File: config.mk
export PLATFORM = sky130hd
export DESIGN_NAME = adcc_top
export DESIGN_NICKNAME = d
export VERILOG_FILES = /design/src/adcc_pkg.sv /design/src/adcc_top.sv
export SDC_FILE = /design/constraint.sdc
export NUM_CORES = 1
export LEC_CHECK = 0
export BUFFER_PORTS_ARGS = -buffer_cell sky130_fd_sc_hd__buf_4
export CAP_MARGIN = 30
export CELL_PAD_IN_SITES_DETAIL_PLACEMENT = 0
export CELL_PAD_IN_SITES_GLOBAL_PLACEMENT = 1
export CORE_MARGIN = 4
export CORE_UTILIZATION = 37
export DETAILED_ROUTE_END_ITERATION = 8
export PLACE_DENSITY_LB_ADDON = 0.15
export SETUP_SLACK_MARGIN = 0.4
export SLEW_MARGIN = 10
export SYNTH_ARGS = -nofsm -noshare
export SYNTH_HDL_FRONTEND = slang
export SYNTH_SLANG_ARGS = --single-unit
File: constraint.sdc
create_clock -name pclk -period 2.4 [get_ports pclk]
set_input_delay 0.36 -clock pclk [delete_from_list [all_inputs] [get_ports pclk]]
set_output_delay 0.36 -clock pclk [all_outputs]
set_load 0.05 [all_outputs]
File: src/adcc_pkg.sv
// Constants, field layouts and carrier types for the converter control block.
// Assumes an APB master with 32-bit data; each 8-bit register sits in the low byte of one word.
// Function
// - High result register holds result bits nine down to two.
// - Low register bits one and zero hold result bits one and zero.
// - Input above upper reference saturates result to all ones, no overflow flag.
// - Input below lower reference gives zero in both result registers.
// - Three-bit selector picks input zero to four; readable and writable.
// - Setting converter-on starts conversions, repeated back to back while set.
// - Clearing converter-on switches the converter off and halts conversions.
// - Each finished conversion updates both result registers and sets done flag.
// - Done clears on high result read or control write, not low read.
// - Selector change mid-conversion aborts, clears done, restarts on new input.
// - Conversion clock is CPU/2, CPU, or CPU/4 from quarter-rate and rate bits.
// - Halt mode disables converter; results accurate only after stabilisation time.
// - Wait mode leaves conversions running normally.
// - Low register bits seven to four always read zero.
// - Reset clears the control register to zero.
package adcc_pkg;
    // Register indices; printed offsets are not word aligned, byte address is index times four
    localparam logic [7:0] ADCC_IDX_CTRL = 8'h36;
    localparam logic [7:0] ADCC_IDX_RESH = 8'h37;
    localparam logic [7:0] ADCC_IDX_RESL = 8'h38;
    localparam int ADCC_ADDR_W = 12;
    localparam logic [ADCC_ADDR_W-1:0] ADCC_ADDR_CTRL = {2'h0, ADCC_IDX_CTRL, 2'h0};
    localparam logic [ADCC_ADDR_W-1:0] ADCC_ADDR_RESH = {2'h0, ADCC_IDX_RESH, 2'h0};
    localparam logic [ADCC_ADDR_W-1:0] ADCC_ADDR_RESL = {2'h0, ADCC_IDX_RESL, 2'h0};
    // Control register fields, and the quarter-rate bit of the low register
    localparam int ADCC_CTRL_DONE = 7;
    localparam int ADCC_CTRL_RATE = 6;
    localparam int ADCC_CTRL_ON = 5;
    localparam int ADCC_SEL_HI = 2;
    localparam int ADCC_LOW_QUARTER = 3;
    localparam logic [7:0] ADCC_CTRL_RESET = 8'h00;
    // Result layout and highest input selector value
    localparam int ADCC_RES_W = 10;
    localparam logic [ADCC_RES_W-1:0] ADCC_RES_MAX = 10'h3FF;
    localparam logic [ADCC_RES_W-1:0] ADCC_RES_MIN = 10'h000;
    localparam logic [2:0] ADCC_SEL_MAX = 3'h4;
    // Conversion length: one sample cycle plus one step per result bit
    localparam int ADCC_SAMPLE_CYC = 1;
    localparam int ADCC_CONV_CYC = ADCC_SAMPLE_CYC + ADCC_RES_W;
    localparam logic [3:0] ADCC_CONV_LAST = 4'(ADCC_CONV_CYC - 1);
    // Clock divider end counts: full rate 0, half rate 1, quarter rate 3
    localparam logic [1:0] ADCC_DIV_FULL = 2'h0;
    localparam logic [1:0] ADCC_DIV_HALF = 2'h1;
    localparam logic [1:0] ADCC_DIV_QUARTER = 2'h3;
    // Stabilisation time after leaving halt, in ns, and its cycle count at 125 MHz
    localparam int ADCC_CLK_PERIOD_NS = 8;
    localparam int ADCC_STAB_NS = 1000;
    localparam int ADCC_STAB_CYC = (ADCC_STAB_NS + ADCC_CLK_PERIOD_NS - 1) / ADCC_CLK_PERIOD_NS;
    localparam logic [7:0] ADCC_STAB_LAST = 8'(ADCC_STAB_CYC - 1);

    typedef enum logic [1:0] {ADCC_OFF, ADCC_STAB, ADCC_CONV} adcc_state_e;

    // Analog front end: comparator result and range indications for the selected input
    typedef struct packed {
        logic cmp_high;
        logic over_range;
        logic under_range;
    } adcc_afe_in_s;

    typedef struct packed {
        logic powered;
        logic sample;
        logic [2:0] select;
        logic [ADCC_RES_W-1:0] trial;
    } adcc_afe_out_s;
endpackage : adcc_pkg

File: src/adcc_top.sv
// Converter control: APB register file, conversion clock divider and successive approximation sequencer.
// Assumes the analog front end compares its sampled input with the trial code within one conversion-clock step.
`timescale 1ns/1ps
module adcc_top (
    // Clock and reset
    input wire logic pclk,
    input wire logic presetn,
    // APB slave
    input wire logic psel,
    input wire logic penable,
    input wire logic pwrite,
    input wire logic [adcc_pkg::ADCC_ADDR_W-1:0] paddr,
    input wire logic [31:0] pwdata,
    input wire logic [3:0] pstrb,
    output logic [31:0] prdata,
    output logic pready,
    output logic pslverr,
    // Power modes
    input wire logic halt_mode,
    input wire logic wait_mode,
    // Analog front end
    input wire adcc_pkg::adcc_afe_in_s afe_in,
    output adcc_pkg::adcc_afe_out_s afe_out,
    output logic results_accurate
);
    import adcc_pkg::*;

    logic [7:0] ctrl_r;
    logic quarter_r;
    logic [9:0] result_r;
    logic [9:0] trial_r;
    logic [3:0] step_r;
    logic [1:0] div_r;
    logic [7:0] stab_r;
    adcc_state_e state_r;
    logic acc_r;

    logic access, wr, rd, wr_ctrl, wr_low, rd_high, mapped;
    logic sel_change, tick, conv_done;
    logic [1:0] div_end;
    logic [9:0] final_code;
    logic [7:0] rd_byte;

    // Access decode; transfers finish in their first access cycle
    assign access = psel & penable;
    assign wr = access & pwrite & pstrb[0];
    assign rd = access & ~pwrite;
    assign mapped = (paddr == ADCC_ADDR_CTRL) | (paddr == ADCC_ADDR_RESH) | (paddr == ADCC_ADDR_RESL);
    assign wr_ctrl = wr & (paddr == ADCC_ADDR_CTRL);
    assign wr_low = wr & (paddr == ADCC_ADDR_RESL);
    assign rd_high = rd & (paddr == ADCC_ADDR_RESH);
    assign sel_change = wr_ctrl & (pwdata[ADCC_SEL_HI:0] != ctrl_r[ADCC_SEL_HI:0]);
    assign pready = 1'b1;
    assign pslverr = access & ~mapped;

    // Conversion clock: quarter rate overrides the rate bit
    always_comb begin
        if (quarter_r) begin
            div_end = ADCC_DIV_QUARTER;
        end else if (ctrl_r[ADCC_CTRL_RATE]) begin
            div_end = ADCC_DIV_FULL;
        end else begin
            div_end = ADCC_DIV_HALF;
        end
    end
    assign tick = (state_r == ADCC_CONV) && (div_r == div_end);

    // Divider counter, restarted whenever a conversion is restarted
    always_ff @(posedge pclk or negedge presetn) begin
        if (!presetn) begin
            div_r <= 2'h0;
        end else if (state_r != ADCC_CONV || sel_change || tick) begin
            div_r <= 2'h0;
        end else begin
            div_r <= div_r + 2'h1;
        end
    end

    // Final code: saturate on range indications, otherwise last trial decision
    always_comb begin
        if (afe_in.over_range) begin
            final_code = ADCC_RES_MAX;
        end else if (afe_in.under_range) begin
            final_code = ADCC_RES_MIN;
        end else begin
            final_code = afe_in.cmp_high ? trial_r : (trial_r & ~10'h001);
        end
    end
    assign conv_done = tick && (step_r == ADCC_CONV_LAST) && !sel_change;

    // Sequencer state; wait mode is deliberately not an input to it
    always_ff @(posedge pclk or negedge presetn) begin
        if (!presetn) begin
            state_r <= ADCC_OFF;
            stab_r <= 8'h00;
        end else if (!ctrl_r[ADCC_CTRL_ON] || halt_mode) begin
            state_r <= ADCC_OFF;
            stab_r <= 8'h00;
        end else begin
            case (state_r)
                ADCC_OFF: begin
                    state_r <= acc_r ? ADCC_CONV : ADCC_STAB;
                    stab_r <= 8'h00;
                end
                ADCC_STAB: begin
                    if (stab_r == ADCC_STAB_LAST) begin
                        state_r <= ADCC_CONV;
                    end
                    stab_r <= stab_r + 8'h01;
                end
                ADCC_CONV: state_r <= ADCC_CONV;
                default: state_r <= ADCC_OFF;
            endcase
        end
    end

    // Accuracy marker: lost in halt, regained after stabilisation
    always_ff @(posedge pclk or negedge presetn) begin
        if (!presetn) begin
            acc_r <= 1'b0;
        end else if (halt_mode) begin
            acc_r <= 1'b0;
        end else if (state_r == ADCC_STAB && stab_r == ADCC_STAB_LAST) begin
            acc_r <= 1'b1;
        end
    end
    assign results_accurate = acc_r;

    // Successive approximation: step 0 samples, then one bit per step, MSB first
    always_ff @(posedge pclk or negedge presetn) begin
        if (!presetn) begin
            step_r <= 4'h0;
            trial_r <= 10'h000;
        end else if (state_r != ADCC_CONV || sel_change) begin
            step_r <= 4'h0;
            trial_r <= 10'h000;
        end else if (tick) begin
            if (step_r == ADCC_CONV_LAST) begin
                step_r <= 4'h0;
                trial_r <= 10'h000;
            end else begin
                step_r <= step_r + 4'h1;
                if (step_r == 4'h0) begin
                    trial_r <= 10'h200;
                end else begin
                    trial_r <= (afe_in.cmp_high ? trial_r : (trial_r & ~(10'h200 >> (step_r - 4'h1))))
                               | (10'h200 >> step_r);
                end
            end
        end
    end

    // Result capture at end of conversion
    always_ff @(posedge pclk or negedge presetn) begin
        if (!presetn) begin
            result_r <= 10'h000;
        end else if (conv_done) begin
            result_r <= final_code;
        end
    end

    // Control register: software fields and the done flag, set wins over clear
    always_ff @(posedge pclk or negedge presetn) begin
        if (!presetn) begin
            ctrl_r <= ADCC_CTRL_RESET;
        end else begin
            if (wr_ctrl) begin
                ctrl_r[ADCC_CTRL_RATE:0] <= pwdata[ADCC_CTRL_RATE:0];
            end
            if (conv_done) begin
                ctrl_r[ADCC_CTRL_DONE] <= 1'b1;
            end else if (wr_ctrl || rd_high) begin
                ctrl_r[ADCC_CTRL_DONE] <= 1'b0;
            end
        end
    end

    // Quarter-rate bit in the low register
    always_ff @(posedge pclk or negedge presetn) begin
        if (!presetn) begin
            quarter_r <= 1'b0;
        end else if (wr_low) begin
            quarter_r <= pwdata[ADCC_LOW_QUARTER];
        end
    end

    // Read mux
    always_comb begin
        rd_byte = 8'h00;
        if (paddr == ADCC_ADDR_CTRL) begin
            rd_byte = ctrl_r;
        end else if (paddr == ADCC_ADDR_RESH) begin
            rd_byte = result_r[9:2];
        end else if (paddr == ADCC_ADDR_RESL) begin
            rd_byte = {4'h0, quarter_r, 1'b0, result_r[1:0]};
        end
    end

    // Read data register, loaded in the setup cycle
    always_ff @(posedge pclk or negedge presetn) begin
        if (!presetn) begin
            prdata <= 32'h0000_0000;
        end else if (psel && !penable) begin
            prdata <= {24'h00_0000, rd_byte};
        end
    end

    // Front end drive
    always_comb begin
        afe_out.powered = (state_r != ADCC_OFF);
        afe_out.sample = (state_r == ADCC_CONV) && (step_r == 4'h0);
        afe_out.select = (ctrl_r[ADCC_SEL_HI:0] > ADCC_SEL_MAX) ? ADCC_SEL_MAX : ctrl_r[ADCC_SEL_HI:0];
        afe_out.trial = trial_r;
    end

    // Checks
    // Done flag follows a finished conversion
    AST_DONE_SET: assert property (@(posedge pclk) disable iff (!presetn)
        conv_done |=> ctrl_r[ADCC_CTRL_DONE])
        else $error("done flag not set after conversion");

    // High result read clears done unless a new result lands
    AST_DONE_CLR: assert property (@(posedge pclk) disable iff (!presetn)
        (rd_high && !conv_done) |=> !ctrl_r[ADCC_CTRL_DONE])
        else $error("high read did not clear done");

    // Control write clears done unless a new result lands
    AST_DONE_WR: assert property (@(posedge pclk) disable iff (!presetn)
        (wr_ctrl && !conv_done) |=> !ctrl_r[ADCC_CTRL_DONE])
        else $error("control write did not clear done");

    // Done only rises after a finished conversion
    AST_DONE_SRC: assert property (@(posedge pclk) disable iff (!presetn)
        $rose(ctrl_r[ADCC_CTRL_DONE]) |-> $past(conv_done))
        else $error("done rose without conversion");

    // Low result read leaves done alone
    AST_LOW_KEEP: assert property (@(posedge pclk) disable iff (!presetn)
        (rd && paddr == ADCC_ADDR_RESL && ctrl_r[ADCC_CTRL_DONE]) |=> ctrl_r[ADCC_CTRL_DONE])
        else $error("low read cleared done");

    // Result registers change only at the end of a conversion
    AST_RES_HOLD: assert property (@(posedge pclk) disable iff (!presetn)
        !conv_done |=> $stable(result_r))
        else $error("result changed between conversions");

    // Over range saturates to all ones
    AST_SAT_HIGH: assert property (@(posedge pclk) disable iff (!presetn)
        (conv_done && afe_in.over_range) |=> result_r == ADCC_RES_MAX)
        else $error("no saturation");

    // Under range gives zero
    AST_SAT_LOW: assert property (@(posedge pclk) disable iff (!presetn)
        (conv_done && afe_in.under_range && !afe_in.over_range) |=> result_r == ADCC_RES_MIN)
        else $error("no zero result");

    // Converter powers down once the on bit is clear
    AST_OFF: assert property (@(posedge pclk) disable iff (!presetn)
        (!ctrl_r[ADCC_CTRL_ON]) |=> !afe_out.powered)
        else $error("converter on while off");

    // No conversion can finish while switched off
    AST_OFF_NO_DONE: assert property (@(posedge pclk) disable iff (!presetn)
        (state_r == ADCC_OFF) |-> !conv_done)
        else $error("conversion finished while off");

    // Trial code returns to zero while off
    AST_TRIAL_OFF: assert property (@(posedge pclk) disable iff (!presetn)
        (state_r == ADCC_OFF) |=> afe_out.trial == 10'h000)
        else $error("trial code held while off");

    // Setting the on bit powers the converter
    AST_ON_START: assert property (@(posedge pclk) disable iff (!presetn)
        ($rose(ctrl_r[ADCC_CTRL_ON]) && !halt_mode) |=> afe_out.powered)
        else $error("converter did not start");

    // Back to back: a new sample follows each finished conversion
    AST_SAMPLE_NEXT: assert property (@(posedge pclk) disable iff (!presetn)
        (conv_done && ctrl_r[ADCC_CTRL_ON] && !halt_mode) |=> afe_out.sample)
        else $error("no restart after conversion");

    // Selector change aborts the running conversion
    AST_ABORT: assert property (@(posedge pclk) disable iff (!presetn)
        (sel_change && state_r == ADCC_CONV) |=> step_r == 4'h0 && !ctrl_r[ADCC_CTRL_DONE])
        else $error("selector change did not abort");

    // Front end never sees a code above the last input
    AST_SEL_CLAMP: assert property (@(posedge pclk) disable iff (!presetn)
        afe_out.select <= ADCC_SEL_MAX)
        else $error("selector out of range");

    // Software fields change only by a control write
    AST_CTRL_KEEP: assert property (@(posedge pclk) disable iff (!presetn)
        !wr_ctrl |=> $stable(ctrl_r[ADCC_CTRL_RATE:0]))
        else $error("control fields changed without write");

    // Quarter-rate bit changes only by a low register write
    AST_QUARTER_KEEP: assert property (@(posedge pclk) disable iff (!presetn)
        !wr_low |=> $stable(quarter_r))
        else $error("quarter bit changed without write");

    // Halt disables the converter and drops accuracy
    AST_HALT: assert property (@(posedge pclk) disable iff (!presetn)
        halt_mode |=> state_r == ADCC_OFF && !acc_r)
        else $error("halt did not disable");

    // Stabilisation runs its full count
    AST_STAB_HOLD: assert property (@(posedge pclk) disable iff (!presetn)
        (state_r == ADCC_STAB && stab_r != ADCC_STAB_LAST && ctrl_r[ADCC_CTRL_ON] && !halt_mode)
        |=> state_r == ADCC_STAB)
        else $error("stabilisation cut short");

    // Accuracy returns at the end of stabilisation
    AST_ACC_SET: assert property (@(posedge pclk) disable iff (!presetn)
        (state_r == ADCC_STAB && stab_r == ADCC_STAB_LAST && !halt_mode) |=> results_accurate)
        else $error("accuracy not regained");

    // Wait mode does not stop a running conversion
    AST_WAIT: assert property (@(posedge pclk) disable iff (!presetn)
        (wait_mode && state_r == ADCC_CONV && ctrl_r[ADCC_CTRL_ON] && !halt_mode) |=> state_r == ADCC_CONV)
        else $error("wait mode stopped conversion");

    // Read data upper bytes always zero
    AST_RD_UPPER: assert property (@(posedge pclk) disable iff (!presetn)
        prdata[31:8] == 24'h00_0000)
        else $error("read data upper bytes set");

    // High result read returns result bits nine to two
    AST_RESH_DATA: assert property (@(posedge pclk) disable iff (!presetn)
        (psel && !penable && paddr == ADCC_ADDR_RESH) |=> prdata[7:0] == $past(result_r[9:2]))
        else $error("high result read wrong");

    // Low result read returns bits one and zero and reserved zeros
    AST_LOW_ZERO: assert property (@(posedge pclk) disable iff (!presetn)
        (psel && !penable && paddr == ADCC_ADDR_RESL) |=> prdata[7:4] == 4'h0 && prdata[1:0] == $past(result_r[1:0]))
        else $error("low result read wrong");

    // Steps advance after the sample step and stay in range
    AST_CONV_LEN: assert property (@(posedge pclk) disable iff (!presetn)
        (tick && step_r == 4'h0 && !sel_change) |=> step_r == 4'h1 && step_r <= ADCC_CONV_LAST)
        else $error("step did not advance");

    // Cover points for the main scenarios
    COV_DONE: cover property (@(posedge pclk) conv_done);
    COV_ABORT: cover property (@(posedge pclk) sel_change && state_r == ADCC_CONV);
    COV_QUARTER: cover property (@(posedge pclk) conv_done && quarter_r);
    COV_HALT: cover property (@(posedge pclk) halt_mode && state_r == ADCC_CONV);
    COV_EIGHT_BIT: cover property (@(posedge pclk) rd_high && ctrl_r[ADCC_CTRL_DONE]);
endmodule : adcc_top

# Yosys cells after proc, flatten, opt, wreduce, memory -nomap -nowiden

Cells that the tools add are included.

Bits in registers: 54
Input port bits: 58
Logic and storage cells: 93

Add/subtract/negate cells: 4
Order comparisons: 1
Equality and inequality tests: 11
Shift operators: 2
Mux-type cells: 28
Bitwise operators: 16
Reductions and logical operators: 20

Operators by type and width:

| operator                                                            | count |
|---|---|
| 10-bit two-way mux                                                  | 7 |
| 12-bit by 8-bit == test with 1-bit output, second input constant    | 3 |
| 8-bit two-way mux                                                   | 3 |
| 10-bit by 4-bit >> shifter with 10-bit output, first input constant | 2 |
| 4-bit two-way mux                                                   | 4 |
| 8-bit case mux with 2 select lines                                  | 1 |
| 10-bit bitwise AND                                                  | 1 |
| 2-bit two-way mux                                                   | 5 |
| 10-bit inverter                                                     | 1 |
| 10-bit bitwise OR                                                   | 1 |
| 1-bit bitwise AND                                                   | 9 |
| 8-bit by 1-bit adder with 8-bit output, second input constant       | 1 |
| 8-bit by 7-bit == test with 1-bit output, second input constant     | 1 |
| 2-bit nonzero test                                                  | 4 |
| 1-bit logical AND                                                   | 6 |
| 1-bit two-way mux                                                   | 6 |
| 2-bit case mux with 3 select lines                                  | 1 |
| 4-bit by 1-bit adder with 4-bit output, second input constant       | 1 |
| 4-bit == test, second input constant                                | 1 |
| 4-bit logical NOT                                                   | 1 |
| 1-bit logical OR                                                    | 4 |
| 4-bit by 1-bit subtractor with 4-bit output, second input constant  | 1 |
| 3-bit > comparator, second input constant                           | 1 |
| 1-bit logical NOT                                                   | 3 |
| other kinds (12)                                                    | 14 |

# Longest topological paths before layout

Gate-level depths: netlist of run 1.

Depth after elaboration: 10
Depth in mapped cells: 7
Mapped depth without buffers: 6

# Least setup slack after synthesis of run 1

Ideal clock, no wire load.

Path type: input -> register
Start: in paddr[9] (netlist bit)
End: reg ctrl_r[7]
Setup time: 120 ps
Arrival: 2,277 ps
Data required time: 2,280 ps
Slack: 3 ps
Stages: 7
Path buffers: 3
Cells stage by stage: or4_1 > buf_2 > or4_4 > buf_6 > o2111a_1 > buf_6 > a31o_1

Cells in the longest elaborated chain, start to end: 6

RTL lines:

| element                                                        | line            | RTL |
|---|---|---|
| start: declaration                                             | adcc_top.sv:12  | `input wire logic [adcc_pkg::ADCC_ADDR_W-1:0] paddr,` |
| 12-bit by 8-bit == test with 1-bit output                      | adcc_top.sv:49  | `assign wr_ctrl = wr & (paddr == ADCC_ADDR_CTRL);` |
| 1-bit bitwise AND                                              | adcc_top.sv:49  |  |
| 1-bit bitwise AND                                              | adcc_top.sv:52  | `assign sel_change = wr_ctrl & (pwdata[ADCC_SEL_HI:0] != ctrl_r[ADCC_SEL_HI:0]);` |
| 1-bit logical NOT                                              | adcc_top.sv:89  | `assign conv_done = tick && (step_r == ADCC_CONV_LAST) && !sel_change;` |
| 1-bit logical AND                                              | adcc_top.sv:89  |  |
| 1-bit two-way mux / 2-bit nonzero test (equally long branches) | --              |  |
| end signal: indexed assignment                                 | adcc_top.sv:168 | `ctrl_r[ADCC_CTRL_RATE:0] <= pwdata[ADCC_CTRL_RATE:0];` |
| end: declaration                                               | adcc_top.sv:28  | `logic [7:0] ctrl_r;` |

Several ways; a longest one is shown, not always the timed one.
A chain may end at the register's enable or synchronous reset.

# Final worst setup path of run 1

Start: in paddr[9] (netlist bit)
End: out pslverr

Cells in the longest elaborated chain, start to end: 5

RTL lines:

| element                                   | line           | RTL |
|---|---|---|
| 12-bit by 8-bit == test with 1-bit output | adcc_top.sv:48 | `assign mapped = (paddr == ADCC_ADDR_CTRL) \| (paddr == ADCC_ADDR_RESH) \| (paddr == ADCC_ADDR_RESL);` |
| 1-bit bitwise OR                          | adcc_top.sv:48 |  |
| 1-bit bitwise OR *                        | adcc_top.sv:48 |  |
| 1-bit inverter *                          | adcc_top.sv:54 | `assign pslverr = access & ~mapped;` |
| 1-bit bitwise AND *                       | adcc_top.sv:54 |  |
| end: declaration                          | adcc_top.sv:17 | `output logic pslverr,` |

Mark *: on every way between the ends. The rest lies on a longest branch, timed or not.

==> summary.txt, run 1 <==
Final layout
  – Area Growth Syn to Fin: 18.1%
  – Final Cell Area: 3700 sq um
  – FF/Latch Area: 1360 sq um
  – Share of layout cells above drive strength 1: 0.223
  – ANT cells: 0
  – Fin nets: 456
  – Non-filler cells, final: 496
  – Fill count: 834
  – Area occupied by multi-input gates: 1530 sq um

Placed design
  – DP Area: 3580 sq um
  – Placed instance count: 488
  – GP Congestion: 0.811
  – I/O Buffers: 53
  – Placed wire-length estimate: 5.40 mm

Floorplan
  – Ports: 108
  – Die footprint: 9990 sq um
  – Die Y: 100 microns
  – CORE AREA: 8220 sq um
  – Starting Density: 0.381
  – Chip Width: 100 microns
  – Rows: 33

STA
  – Final setup violation count: 0
  – Fin crit period: 1.97 ns
  – RSZ-0062 raised after global routing: no
  – Least-Margin Pin Slew: 0.683 ns
  – Final TNS setup: 0 ns
  – Final period utilization: 0.820
  – Slew Limit Fails: 0
  – Slew Limit Headroom: 0.545
  – Clock skew: 0.0118 ns
  – Highest Clock Rate: 508 MHz
  – Final Hold Vio Count: 0

Global routing
  – Gr ovfl total: 0
  – Pin count of the biggest net entering global routing: 55
  – Number of global-route vias before repair: 2,434
  – GRT Resource Usage Total: 0.148
  – Global-route wire length before repair: 12.0 mm
  – Antenna violations before repair: 0

Setup path
  – Slowest-stage cell, CP: or4_4
  – Startpoint Class: input port
  – Worst r2r src: state_r[1]
  – Worst R2R Setup Slack: 0.55 ns
  – Reg2reg end: state_r[0]
  – Element type at the critical path end: primary output
  – CP peak stage delay: 0.54 ns
  – Worst Path Max Fanout: 6
  – Critical path arrival: 1.61 ns
  – Cells on worst reg2reg path: 6
  – Worst Path Required: 2.04 ns
  – Setup CP Type: in2out
  – CP most frequent cell: buf_6
  – CP cell instances: buf_4, or4_4, buf_6, o311a_1, buf_6

Synth
  – Seq/Total Area, Yosys: 0.432
  – Ys Warns: 0
  – Share of the synthesized area in the top cell type: 0.432
  – Avg Cell Area, Syn: 9.37 sq um
  – Top FF cell, synth: dfrtp_1
  – EDFF count, synth: 0
  – Synth Register Bits: 54
  – Synth area leader: dfrtp_1
  – Dominant cells by area after synthesis: dfrtp_1 43%, buf_4 6.0%, a21oi_1 4.3%, o21ai_0 4.2%, mux2i_1 3.8%
  – Mapped Cells: 334
  – Synthesized area: 3130 sq um
  – Netlist cell types: 53
  – FFs w/ async S/R, synth: 1.00

Pwr
  – Power Dens Cells: 442 nW/um^2
  – Total Power: 1.63 mW
  – Reg power frac: 0.556
  – Worst vdd ir: 273 uV
  – Leakage: 1.71 nW
  – P_sw: 0.442 mW
  – Internal: 1.19 mW
  – Combinational power share: 0.112
  – Clock group share of total power: 0.332
  – Switching Fraction: 0.270

CTS
  – Worst-skew pair later-pin latency: 0.31 ns
  – CTS buffer count: 5
  – Clock buffer depth: 2
  – TritonCTS clock tree: done
  – CTS H-tree lvls: 2
  – Clock root buffer master: clkbuf_8
  – Clock Sinks: 54
  – CTS clk-pin slew, worst paths: 0.10 ns
  – Cts hold-fix bufs: 0

Detailed routing
  – Routed vias/inst: 4.99
  – DRC: 0
  – ANT nets after route: 0
  – Via count: 2,476
  – Initial DRC Count: 101
  – Drt total wl: 7.34 mm
  – Wire length per cell: 14.8 microns
  – TritonRoute pass-1 iters: 4

Status
  – Status: completed

Run
  – Max cap viols: 0

Worst hold path
  – Hold crit path type: in2async
## worst max-delay path: cells and delay by family
kind,cells,cell delay [ns]
AND/OR/NAND/NOR,1,0.54
buffers and inverters,3,0.42
AO/OA/AOI/OAI,1,0.30
## cell usage in the layout, fill, tap and decap left out, types with 3 or more instances in the layout
cell type	netlist	routed
mux2i_1	12	12
nor2_1	7	7
nand4b_1	3	3
mux2_1	7	7
a22oi_1	5	5
dfrtp_1	54	51
dfrtp_2	0	3
clkbuf_8	0	6
conb_1	2	25
ha_1	8	8
buf_4	25	64
o21ai_0	26	25
a21oi_1	27	27
nand3_1	8	8
inv_1	22	22
xor2_1	4	4
nor3_1	12	12
a31oi_1	6	6
and3_1	3	3
o31ai_1	3	3
nand2b_1	3	3
nand2_1	28	28
or4b_2	4	4
a22o_1	5	5
nand4_1	3	3
nor2b_1	6	6
nand3b_1	3	3
xnor2_1	4	4
## stage by stage
stage,setup WS (ns),util,hold WS [ns]
after floorplan,0.125,-,0.0644
after detailed placement,0.157,0.436,0.462
final,0.433,0.450,0.0796
after global placement,0.157,0.436,0.465
after global routing,0.408,0.450,0.145
after CTS,0.430,0.449,0.123
## layout make-up
class | instances | area share
Tap cell | 105 | 0.0355
Multi-Input combinational cell | 240 | 0.413
Inverter | 23 | 0.0234
Sequential cell | 54 | 0.367
Timing Repair Buffer | 66 | 0.136
Clock buffer | 7 | 0.0234
Clock inverter | 1 | 0.00237
## logic make-up (layout without fill, tap and decap cells)
family | Yosys count | count (layout) | share of synthesized area
XOR/XNOR | 8 | 8 | 0.0224
flip-flops | 54 | 54 | 0.432
adder cells (fa/ha/maj) | 8 | 8 | 0.0320
AO/OA/AOI/OAI | 87 | 87 | 0.170
AND/OR/NAND/NOR | 92 | 92 | 0.163
buffers and inverters | 63 | 97 | 0.111
other | 2 | 25 | 0.00240
multiplexers | 20 | 20 | 0.0672
## cells in the mapped netlist (all sizes together), types with 2 or more instances
cell,instances
nor3,12
nand4,3
nand2,28
inv,22
nor2,7
nand3,8
o31a,2
nand3b,3
xor2,4
mux2,8
nand2b,3
a21o,2
nor2b,6
o31ai,3
conb,2
a31oi,6
a22o,5
clkbuf,10
a22oi,5
buf,30
a21oi,27
nand4b,3
and2,2
nand4bb,2
or4b,4
ha,8
o211ai,2
or4,2
or3,2
xnor2,4
and3,3
dfrtp,54
mux2i,12
a211oi,2
o21ai,27
## power by group through the flow
stage	clock, mW	combinational (mW)	sequential, mW
floorplan	0	0.147	0.928
global placement	0	0.184	0.927
detailed placement	0	0.183	0.927
CTS	0.558	0.185	0.909
global route	0.595	0.197	0.910
finish	0.542	0.183	0.909
## routing by layer
metal / vias to the layer above / part of all wire / track usage / wire [microns]
met5: - / 0 / 0 / 0
met3: 5 / 0.054 / 0.0306 / 397
met4: 0 / 0.0041 / 0.0189 / 30
met1: 1172 / 0.47 / 0.215 / 3480
met2: 57 / 0.47 / 0.234 / 3420
li1: 1242 / - / - / -
## timing repair
action / 4_1_cts / 5_1_grt
buffers inserted: 0 / 0
pin swaps: 1 / 0
endpoints found under the setup margin: 1 / 7
gates resized for setup: 2 / 6
## state kept, by name (all words and copies together) (netlist names)
signal	cells
ctrl_r	8
result_r	10
trial_r	10
prdata	8
stab_r	8
state_r	2
quarter_r	1
div_r	2
step_r	4
results_accurate	1
## worst max path at each step
| stage | from | to | cells after the start | slack, ns |
|---|---|---|---|---|
| 2_1_floorplan | paddr[9] | ctrl_r[7] | 7 | 0.13 |
| 3_3_place_gp | paddr[9] | result_r[9] | 6 | 0.16 |
| 3_5_place_dp | paddr[9] | result_r[5] | 6 | 0.16 |
| 4_1_cts | paddr[9] | pslverr | 5 | 0.43 |
| 5_1_grt | step_r[2] | afe_out[13] | 4 | 0.41 |
| 6_report | paddr[9] | pslverr | 5 | 0.43 |
Power figures use the tool's default switching activity.
==> run 2: changes to the inputs <==
--- a/config.mk
+++ b/config.mk
@@ -5,12 +5,13 @@
 export SDC_FILE = /design/constraint.sdc
 export NUM_CORES = 1
 export LEC_CHECK = 0
+export ABC_AREA = 1
 export BUFFER_PORTS_ARGS = -buffer_cell sky130_fd_sc_hd__buf_4
 export CAP_MARGIN = 30
 export CELL_PAD_IN_SITES_DETAIL_PLACEMENT = 0
 export CELL_PAD_IN_SITES_GLOBAL_PLACEMENT = 1
 export CORE_MARGIN = 4
-export CORE_UTILIZATION = 37
+export CORE_UTILIZATION = 36
 export DETAILED_ROUTE_END_ITERATION = 8
 export PLACE_DENSITY_LB_ADDON = 0.15
 export SETUP_SLACK_MARGIN = 0.4
==> constraint.sdc (replaced) <==
create_clock -name pclk -period 2.05 [get_ports pclk]
set_input_delay 0.3075 -clock pclk [delete_from_list [all_inputs] [get_ports pclk]]
set_output_delay 0.3075 -clock pclk [all_outputs]
set_load 0.05 [all_outputs]
==> run 2 against run 1 <==
Against the previous run: register-to-register slack worse by 0.11 ns; sequential power rose by 32%; highest routed layer unchanged; first-iteration DRC count increased by 13%.
==> summary.txt, run 2 <==
Final layout
  – Commonest non-fill, non-tap cell in the layout: nand2_1 (was buf_4)
  – Final core utilization: 0.467 (was 0.450)
  – Final Cell Area: 4150 sq um (was 3700 sq um)
  – Fin nets: 578 (was 456)
  – Area Growth Syn to Fin: 23.8% (was 18.1%)
  – Largest regs: result_r: 10 flops, trial_r: 10 flops (unchanged)
  – ANT cells: 0 (unchanged)
  – Share of layout cells above drive strength 1: 0.283 (was 0.223)
  – Most frequent cells in the layout: 97 x nand2_1, 63 x buf_4, 51 x nor2_1 (was 64 x buf_4, 51 x dfrtp_1, 28 x nand2_1)

Synth
  – Top cells by count, synth: 101 x nand2_1, 55 x nor2_1, 54 x dfrtp_1, 36 x inv_1, 30 x nand3_1 (was 54 x dfrtp_1, 28 x nand2_1, 27 x a21oi_1, 26 x o21ai_0, 25 x buf_4)
  – EDFF count, synth: 0 (unchanged)
  – FFs w/ async S/R, synth: 1.00 (unchanged)
  – Synth Register Bits: 54 (unchanged)
  – Seq/Total Area, Yosys: 0.403 (was 0.432)
  – Top-count cell post-synth: nand2_1 (was dfrtp_1)
  – Synth area leader: dfrtp_1 (unchanged)
  – Netlist cell types: 39 (was 53)
  – Mapped Cells: 447 (was 334)
  – Top FF cell, synth: dfrtp_1 (unchanged)
  – Share of the synthesized area in the top cell type: 0.403 (was 0.432)
  – Ys Warns: 0 (unchanged)
  – Avg Cell Area, Syn: 7.50 sq um (was 9.37 sq um)
  – Dominant cells by area after synthesis: dfrtp_1 40%, nand2_1 11%, nor2_1 6.2%, buf_4 5.6%, nand3_1 4.5% (was dfrtp_1 43%, buf_4 6.0%, a21oi_1 4.3%, o21ai_0 4.2%, mux2i_1 3.8%)
  – Synthesized area: 3350 sq um (was 3130 sq um)

STA
  – Slew Limit Headroom: 0.527 (was 0.545)
  – Clock skew: 0.0128 ns (was 0.0118 ns)
  – Least-Margin Pin Slew: 0.710 ns (was 0.683 ns)
  – RSZ-0062 raised after global routing: yes (was no)
  – Final Hold Vio Count: 0 (unchanged)
  – Final setup violation count: 0 (unchanged)
  – Highest Clock Rate: 596 MHz
  – Fin crit period: 1.68 ns
  – Final TNS setup: 0 ns (unchanged)
  – Final period utilization: 0.819
  – Slew Limit Fails: 0 (unchanged)

Floorplan
  – CORE AREA: 8890 sq um (was 8220 sq um)
  – Ports: 108 (unchanged)
  – Die Y: 105 microns (was 100 microns)
  – Rows: 34 (was 33)
  – Starting Density: 0.377 (was 0.381)
  – Die footprint: 10,900 sq um (was 9990 sq um)
  – Chip Width: 105 microns (was 100 microns)

Global routing
  – Global-route wire length before repair: 13.7 mm (was 12.0 mm)
  – Antenna violations before repair: 0 (unchanged)
  – Pin count of the biggest net entering global routing: 55 (unchanged)
  – GRT Resource Usage Total: 0.152 (was 0.148)
  – Gr ovfl total: 0 (unchanged)
  – Number of global-route vias before repair: 2,783 (was 2,434)

Setup path
  – Startpoint Class: flip-flop (was input port)
  – Worst Path Required: 1.74 ns (was 2.04 ns)
  – Worst R2R Setup Slack: 0.44 ns (was 0.55 ns)
  – Critical path arrival: 1.37 ns (was 1.61 ns)
  – Worst r2r src: step_r[0] (was state_r[1])
  – Element type at the critical path end: primary output (unchanged)
  – Reg2reg end: result_r[0] (was state_r[0])
  – Worst Path Max Fanout: 2 (was 6)
  – Setup CP Type: reg2out (was in2out)
  – Cells on worst reg2reg path: 9 (was 6)

Detailed routing
  – Initial DRC Count: 114 (was 101)
  – Wire length per cell: 13.5 microns (was 14.8 microns)
  – Drt total wl: 8.38 mm (was 7.34 mm)
  – Via count: 2,977 (was 2,476)
  – DRC: 0 (unchanged)
  – ANT nets after route: 0 (unchanged)
  – Routed vias/inst: 4.79 (was 4.99)
  – TritonRoute pass-1 iters: 5 (was 4)

Pwr
  – Reg power frac: 0.393 (was 0.556)
  – P_sw: 1.28 mW (was 0.442 mW)
  – Power Dens Cells: 739 nW/um^2 (was 442 nW/um^2)
  – Clock group share of total power: 0.215 (was 0.332)
  – Combinational power share: 0.393 (was 0.112)
  – Internal: 1.79 mW (was 1.19 mW)
  – Leakage: 2.02 nW (was 1.71 nW)
  – Worst vdd ir: 520 uV (was 273 uV)
  – Switching Fraction: 0.418 (was 0.270)

CTS
  – Clock root buffer master: clkbuf_8 (unchanged)
  – Clock Sinks: 54 (unchanged)
  – CTS H-tree lvls: 2 (unchanged)
  – CTS buffer count: 5 (unchanged)
  – Worst-skew pair later-pin latency: 0.32 ns (was 0.31 ns)
  – Clock buffer depth: 2 (unchanged)
  – CTS clk-pin slew, worst paths: 0.11 ns (was 0.10 ns)
  – TritonCTS clock tree: done (unchanged)

Placed design
  – GP Congestion: 0.819 (was 0.811)
  – DP Area: 3830 sq um (was 3580 sq um)
  – Placed wire-length estimate: 5.95 mm (was 5.40 mm)
  – I/O Buffers: 53 (unchanged)

Worst hold path
  – Hold crit path type: in2async (unchanged)

Run
  – Max cap viols: 0 (unchanged)

Status
  – Status: completed (unchanged)
[run 2: cell count changes after synthesis, moves of 7 or more]
cell	before	now
nand2_1	28	101
clkbuf_1	10	2
nand2_2	0	11
inv_1	22	36
mux2_1	7	0
o21ai_2	1	10
nor2_1	7	55
a21oi_1	27	20
mux2i_1	12	0
nand3_1	8	30
[run 2: what timing repair did]
action | 4_1_cts | 5_1_grt
pin swaps | 2 | 5
hold buffers | 0 | 0
hold endpoints to repair | 0 | 0
gates cloned | 0 | 3
endpoints found under the setup margin | 2 | 34
setup buffers | 8 | 1
resized for setup | 13 | 23
[run 2: layout make-up]
cell class / instances / area, sq um
Timing Repair inverter: 1 / 5.00
Sequential cell: 54 / 1360
Multi-Input combinational cell: 335 / 1770
Clock buffer: 5 / 68.8
Tap cell: 108 / 135
Fill cell: 936 / 4740
Inverter: 43 / 179
Clock inverter: 3 / 28.8
Timing Repair Buffer: 72 / 611
[run 2: per-layer routing]
| metal | share of wire | global-route usage | wire (microns) |
|---|---|---|---|
| met1 | 0.45 | 0.205 | 3760 |
| met2 | 0.49 | 0.255 | 4080 |
| met3 | 0.058 | 0.0314 | 489 |
| met4 | 0.0063 | 0.0285 | 53 |
| met5 | 0 | 0 | 0 |
[run 2: how the worst max path moves through the flow]
stage                     from  slack (ns)  cells after the start           to
global placement     paddr[11]        0.30                      8      pslverr
CTS                 state_r[0]        0.37                      5  afe_out[13]
detailed placement   paddr[11]        0.29                      8      pslverr
finish               step_r[0]        0.37                      4  afe_out[13]
floorplan           state_r[1]        0.42                      9    stab_r[3]
global route         step_r[0]        0.30                      4  afe_out[13]
[run 2: worst max-delay path, cell delays in order (launching register included)]
cell and delay [ns]:
dfrtp_2 0.44, nor3_4 0.21, nand2_2 0.11, nor2_4 0.14, buf_6 0.16
[run 2: kinds of logic after synthesis]
family          after synthesis  share of synthesized area
compound gates               68                      0.122
fa+ha+maj                     8                     0.0298
flops                        54                      0.403
xor+xnor                      6                     0.0157
other cells                   2                    0.00224
buf+inv                      81                      0.128
simple gates                228                      0.300
[run 2: stage by stage]
stage               setup WS (ns)  hold WS, ns  power (mW)  std cells
floorplan                   0.416       0.0119        2.05        470
global placement            0.305        0.415        2.30        601
detailed placement          0.295        0.417        2.32        601
CTS                         0.370       0.0531        3.06        617
global route                0.298       0.0870        3.28        621
finish                      0.371       0.0281        3.07        621
[run 2: power groups by stage]
stage | registers [mW] | logic, mW | clock network, mW
floorplan | 1.28 | 0.773 | 0
detailed placement | 1.22 | 1.09 | 0
CTS | 1.20 | 1.18 | 0.684
global placement | 1.22 | 1.08 | 0
global route | 1.22 | 1.33 | 0.728
finish | 1.20 | 1.20 | 0.659
==> run 3: changes to the inputs <==
--- a/config.mk
+++ b/config.mk
@@ -11,7 +11,7 @@
 export CELL_PAD_IN_SITES_DETAIL_PLACEMENT = 0
 export CELL_PAD_IN_SITES_GLOBAL_PLACEMENT = 1
 export CORE_MARGIN = 4
-export CORE_UTILIZATION = 36
+export CORE_UTILIZATION = 33
 export DETAILED_ROUTE_END_ITERATION = 8
 export PLACE_DENSITY_LB_ADDON = 0.15
 export SETUP_SLACK_MARGIN = 0.4
==> constraint.sdc (replaced) <==
create_clock -name pclk -period 1.42 [get_ports pclk]
set_input_delay 0.213 -clock pclk [delete_from_list [all_inputs] [get_ports pclk]]
set_output_delay 0.213 -clock pclk [all_outputs]
set_load 0.05 [all_outputs]
==> run 3 against run 2 <==
Against the previous run: the run now ends with setup timing left; register-to-register slack lost 0.57 ns; total power grew 72%; via count grew 16%; clock skew shrank 0.0028 ns; combinational power grew 120%; flip-flop and latch count is the same; routed wire length grew 27%; highest routed layer unchanged.
==> summary.txt, run 3 (synthesized netlist as in run 2, its figures left out) <==
CTS
  – Clock Sinks: 54 (unchanged)
  – CTS H-tree lvls: 2 (unchanged)
  – Clock buffer depth: 2 (unchanged)
  – TritonCTS clock tree: done (unchanged)
  – CTS buffer count: 5 (unchanged)
  – CTS clk-pin slew, worst paths: 0.11 ns (about the same)
  – Worst-skew pair later-pin latency: 0.32 ns (about the same)
  – Clock root buffer master: clkbuf_8 (unchanged)

Global routing
  – GR Layer Usage met2: 0.298 (was 0.255)
  – Global-route wire length before repair: 16.6 mm (was 13.7 mm)
  – Gr ovfl total: 0 (unchanged)
  – Number of global-route vias before repair: 3,339 (was 2,783)
  – Antenna violations before repair: 0 (unchanged)
  – M1 GR Usage: 0.230 (was 0.205)
  – Pin count of the biggest net entering global routing: 39 (was 55)
  – GRT Resource Usage Total: 0.177 (was 0.152)
  – Most used routing layer in global routing: met2 (unchanged)
  – Met3 Use GR: 0.0290 (was 0.0314)

Detailed routing
  – ANT nets after route: 0 (unchanged)
  – TritonRoute pass-1 iters: 4 (was 5)
  – DRC: 0 (unchanged)
  – Wire length per cell: 14.2 microns (was 13.5 microns)
  – Routed vias/inst: 4.61 (was 4.79)
  – Drt total wl: 10.6 mm (was 8.38 mm)
  – Via count: 3,442 (was 2,977)
  – Initial DRC Count: 121 (was 114)

Setup path
  – CP most frequent cell: buf_6
  – CP top delay family: buffers and inverters (was simple AND/OR/NAND/NOR gates)
  – Element type at the critical path end: flip-flop (was primary output)
  – CP cell instances: buf_6, inv_4, nand4_1, buf_6, buf_12, clkinv_8, nor2_1, nand3_1, nand2_1 (was nor3_4, nand2_2, nor2_4, buf_6)
  – Setup CP Type: reg2reg (was reg2out)
  – Critical path arrival: 1.76 ns (was 1.37 ns)
  – Worst Path Max Fanout: 6 (was 2)
  – Worst Path Required: 1.63 ns (was 1.74 ns)
  – Worst Path Buf+Inv: 5 (was 1)
  – Slowest-stage cell, CP: dfrtp_2 (unchanged)
  – Startpoint Class: flip-flop (unchanged)
  – Cell count along the critical path: 9 (was 4)
  – Cells on worst reg2reg path: 9 (unchanged)
  – CP peak stage delay: 0.45 ns (was 0.44 ns)

Final layout
  – Largest regs: result_r: 10 flops, trial_r: 10 flops (unchanged)
  – Most frequent cells in the layout: 93 x buf_4, 70 x nand2_1, 67 x buf_6 (was 97 x nand2_1, 63 x buf_4, 51 x nor2_1)
  – Fin nets: 680 (was 578)
  – Commonest non-fill, non-tap cell in the layout: buf_4 (was nand2_1)
  – Share of layout cells above drive strength 1: 0.573 (was 0.283)
  – Area Growth Syn to Fin: 73.1% (was 23.8%)
  – Fill count: 860 (was 936)
  – ANT cells: 0 (unchanged)

STA
  – Final Hold Vio Count: 0 (unchanged)
  – Final period utilization: 1.09
  – Fin crit period: 1.55 ns
  – Worst Slack Setup Final: -0.127 ns (was 0.371 ns)
  – Final hold slack: 0.0378 ns (was 0.0281 ns)
  – RSZ-0062 raised after global routing: yes (unchanged)
  – Final TNS setup: -1.83 ns (was 0 ns)
  – Final setup violation count: 26 (was 0)
  – Clock skew: 0.0100 ns (was 0.0128 ns)
  – Highest Clock Rate: 646 MHz
  – Slew Limit Fails: 0 (unchanged)

Placed design
  – I/O Buffers: 53 (unchanged)
  – GP Congestion: 0.846 (was 0.819)
  – Placed wire-length estimate: 6.64 mm (was 5.95 mm)
  – Pre-CTS setup slack: -0.147 ns (was 0.295 ns)

Status
  – Violated checks: setup timing
  – Status: finished, violations left (was completed)

Floorplan
  – Die footprint: 11,800 sq um (was 10,900 sq um)
  – CORE AREA: 9820 sq um (was 8890 sq um)
  – Chip Width: 109 microns (was 105 microns)
  – Die Y: 109 microns (was 105 microns)
  – Ports: 108 (unchanged)
  – Starting Density: 0.342 (was 0.377)
  – Rows: 36 (was 34)

Worst hold path
  – WHS Path Cells: 2
  – Hold crit path type: in2reg (was in2async)

Run
  – Max cap viols: 0 (unchanged)

Pwr
  – Worst vdd ir: 824 uV (was 520 uV)
  – Power Dens Cells: 908 nW/um^2 (was 739 nW/um^2)
  – Leakage: 2.74 nW (was 2.02 nW)
==> run 3: changes by cell type in the layout (fill, tap and decap cells not counted), moves of 20 or more <==
| cell | before | now |
|---|---|---|
| buf_6 | 6 | 67 |
| buf_4 | 63 | 93 |
| nand2_1 | 97 | 70 |
| nand2_2 | 14 | 38 |
| o21ai_0 | 25 | 2 |
| nor2_1 | 51 | 31 |
==> run 3: where the power goes <==
group          total [mW]  internal (mW)  switching (mW)
clock               0.881          0.343           0.538
sequential           1.73           1.64          0.0939
combinational        2.66           1.12            1.54
total                5.27           3.10            2.17
==> run 3: worst register-to-register path, cell delays in order, from the launching register on <==
cell	delay (ns)
dfrtp_2	0.45
buf_6	0.14
inv_4	0.04
nand4_1	0.22
buf_6	0.23
buf_12	0.13
clkinv_8	0.07
nor2_1	0.05
nand3_1	0.06
nand2_1	0.05
==> run 3: final timing paths <==
kind	from	end	slack, ns
worst min register to register	result_r[7]	result_r[7]	0.51
max in group asynchronous	presetn	trial_r[7]	0.59
worst max register to register	step_r[2]	trial_r[0]	-0.13
worst max-delay path	step_r[2]	trial_r[0]	-0.13
worst min-delay path	halt_mode	results_accurate	0.04
min in group asynchronous	presetn	result_r[6]	0.32
==> run 3: final cells by class <==
class | count | area [sq um] | area share
Multi-Input combinational cell | 335 | 2300 | 0.396
Timing Repair Buffer | 173 | 1670 | 0.287
Sequential cell | 54 | 1360 | 0.234
Inverter | 43 | 213 | 0.0366
Tap cell | 133 | 166 | 0.0287
Clock buffer | 5 | 68.8 | 0.0119
Timing Repair inverter | 2 | 22.5 | 0.00388
Clock inverter | 2 | 13.8 | 0.00237
==> run 3: repair_timing <==
action / 4_1_cts / 5_1_grt
setup endpoints to repair: 73 / 79
buffers inserted: 48 / 17
pin swaps: 62 / 50
gates resized for setup: 148 / 97
gates cloned: 3 / 0
endpoints found under the hold margin: 16 / 0
hold buffers: 1 / 0
==> run 3: stage by stage <==
step	utilization	std cells	power [mW]	cell area, sq um
2_1_floorplan	-	470	3.04	3600
3_3_place_gp	0.438	671	3.60	4300
3_5_place_dp	0.438	671	3.62	4300
4_1_cts	0.538	730	5.04	5280
5_1_grt	0.591	747	5.56	5810
6_report	0.591	747	5.27	5810
==> run 3: metal layers <==
layer,vias to the layer above,part of all wire,wire length [microns]
met2,83,0.50,5340
met5,-,0,0
met4,0,0.025,265
li1,1727,-,-
met3,16,0.049,524
met1,1616,0.42,4500
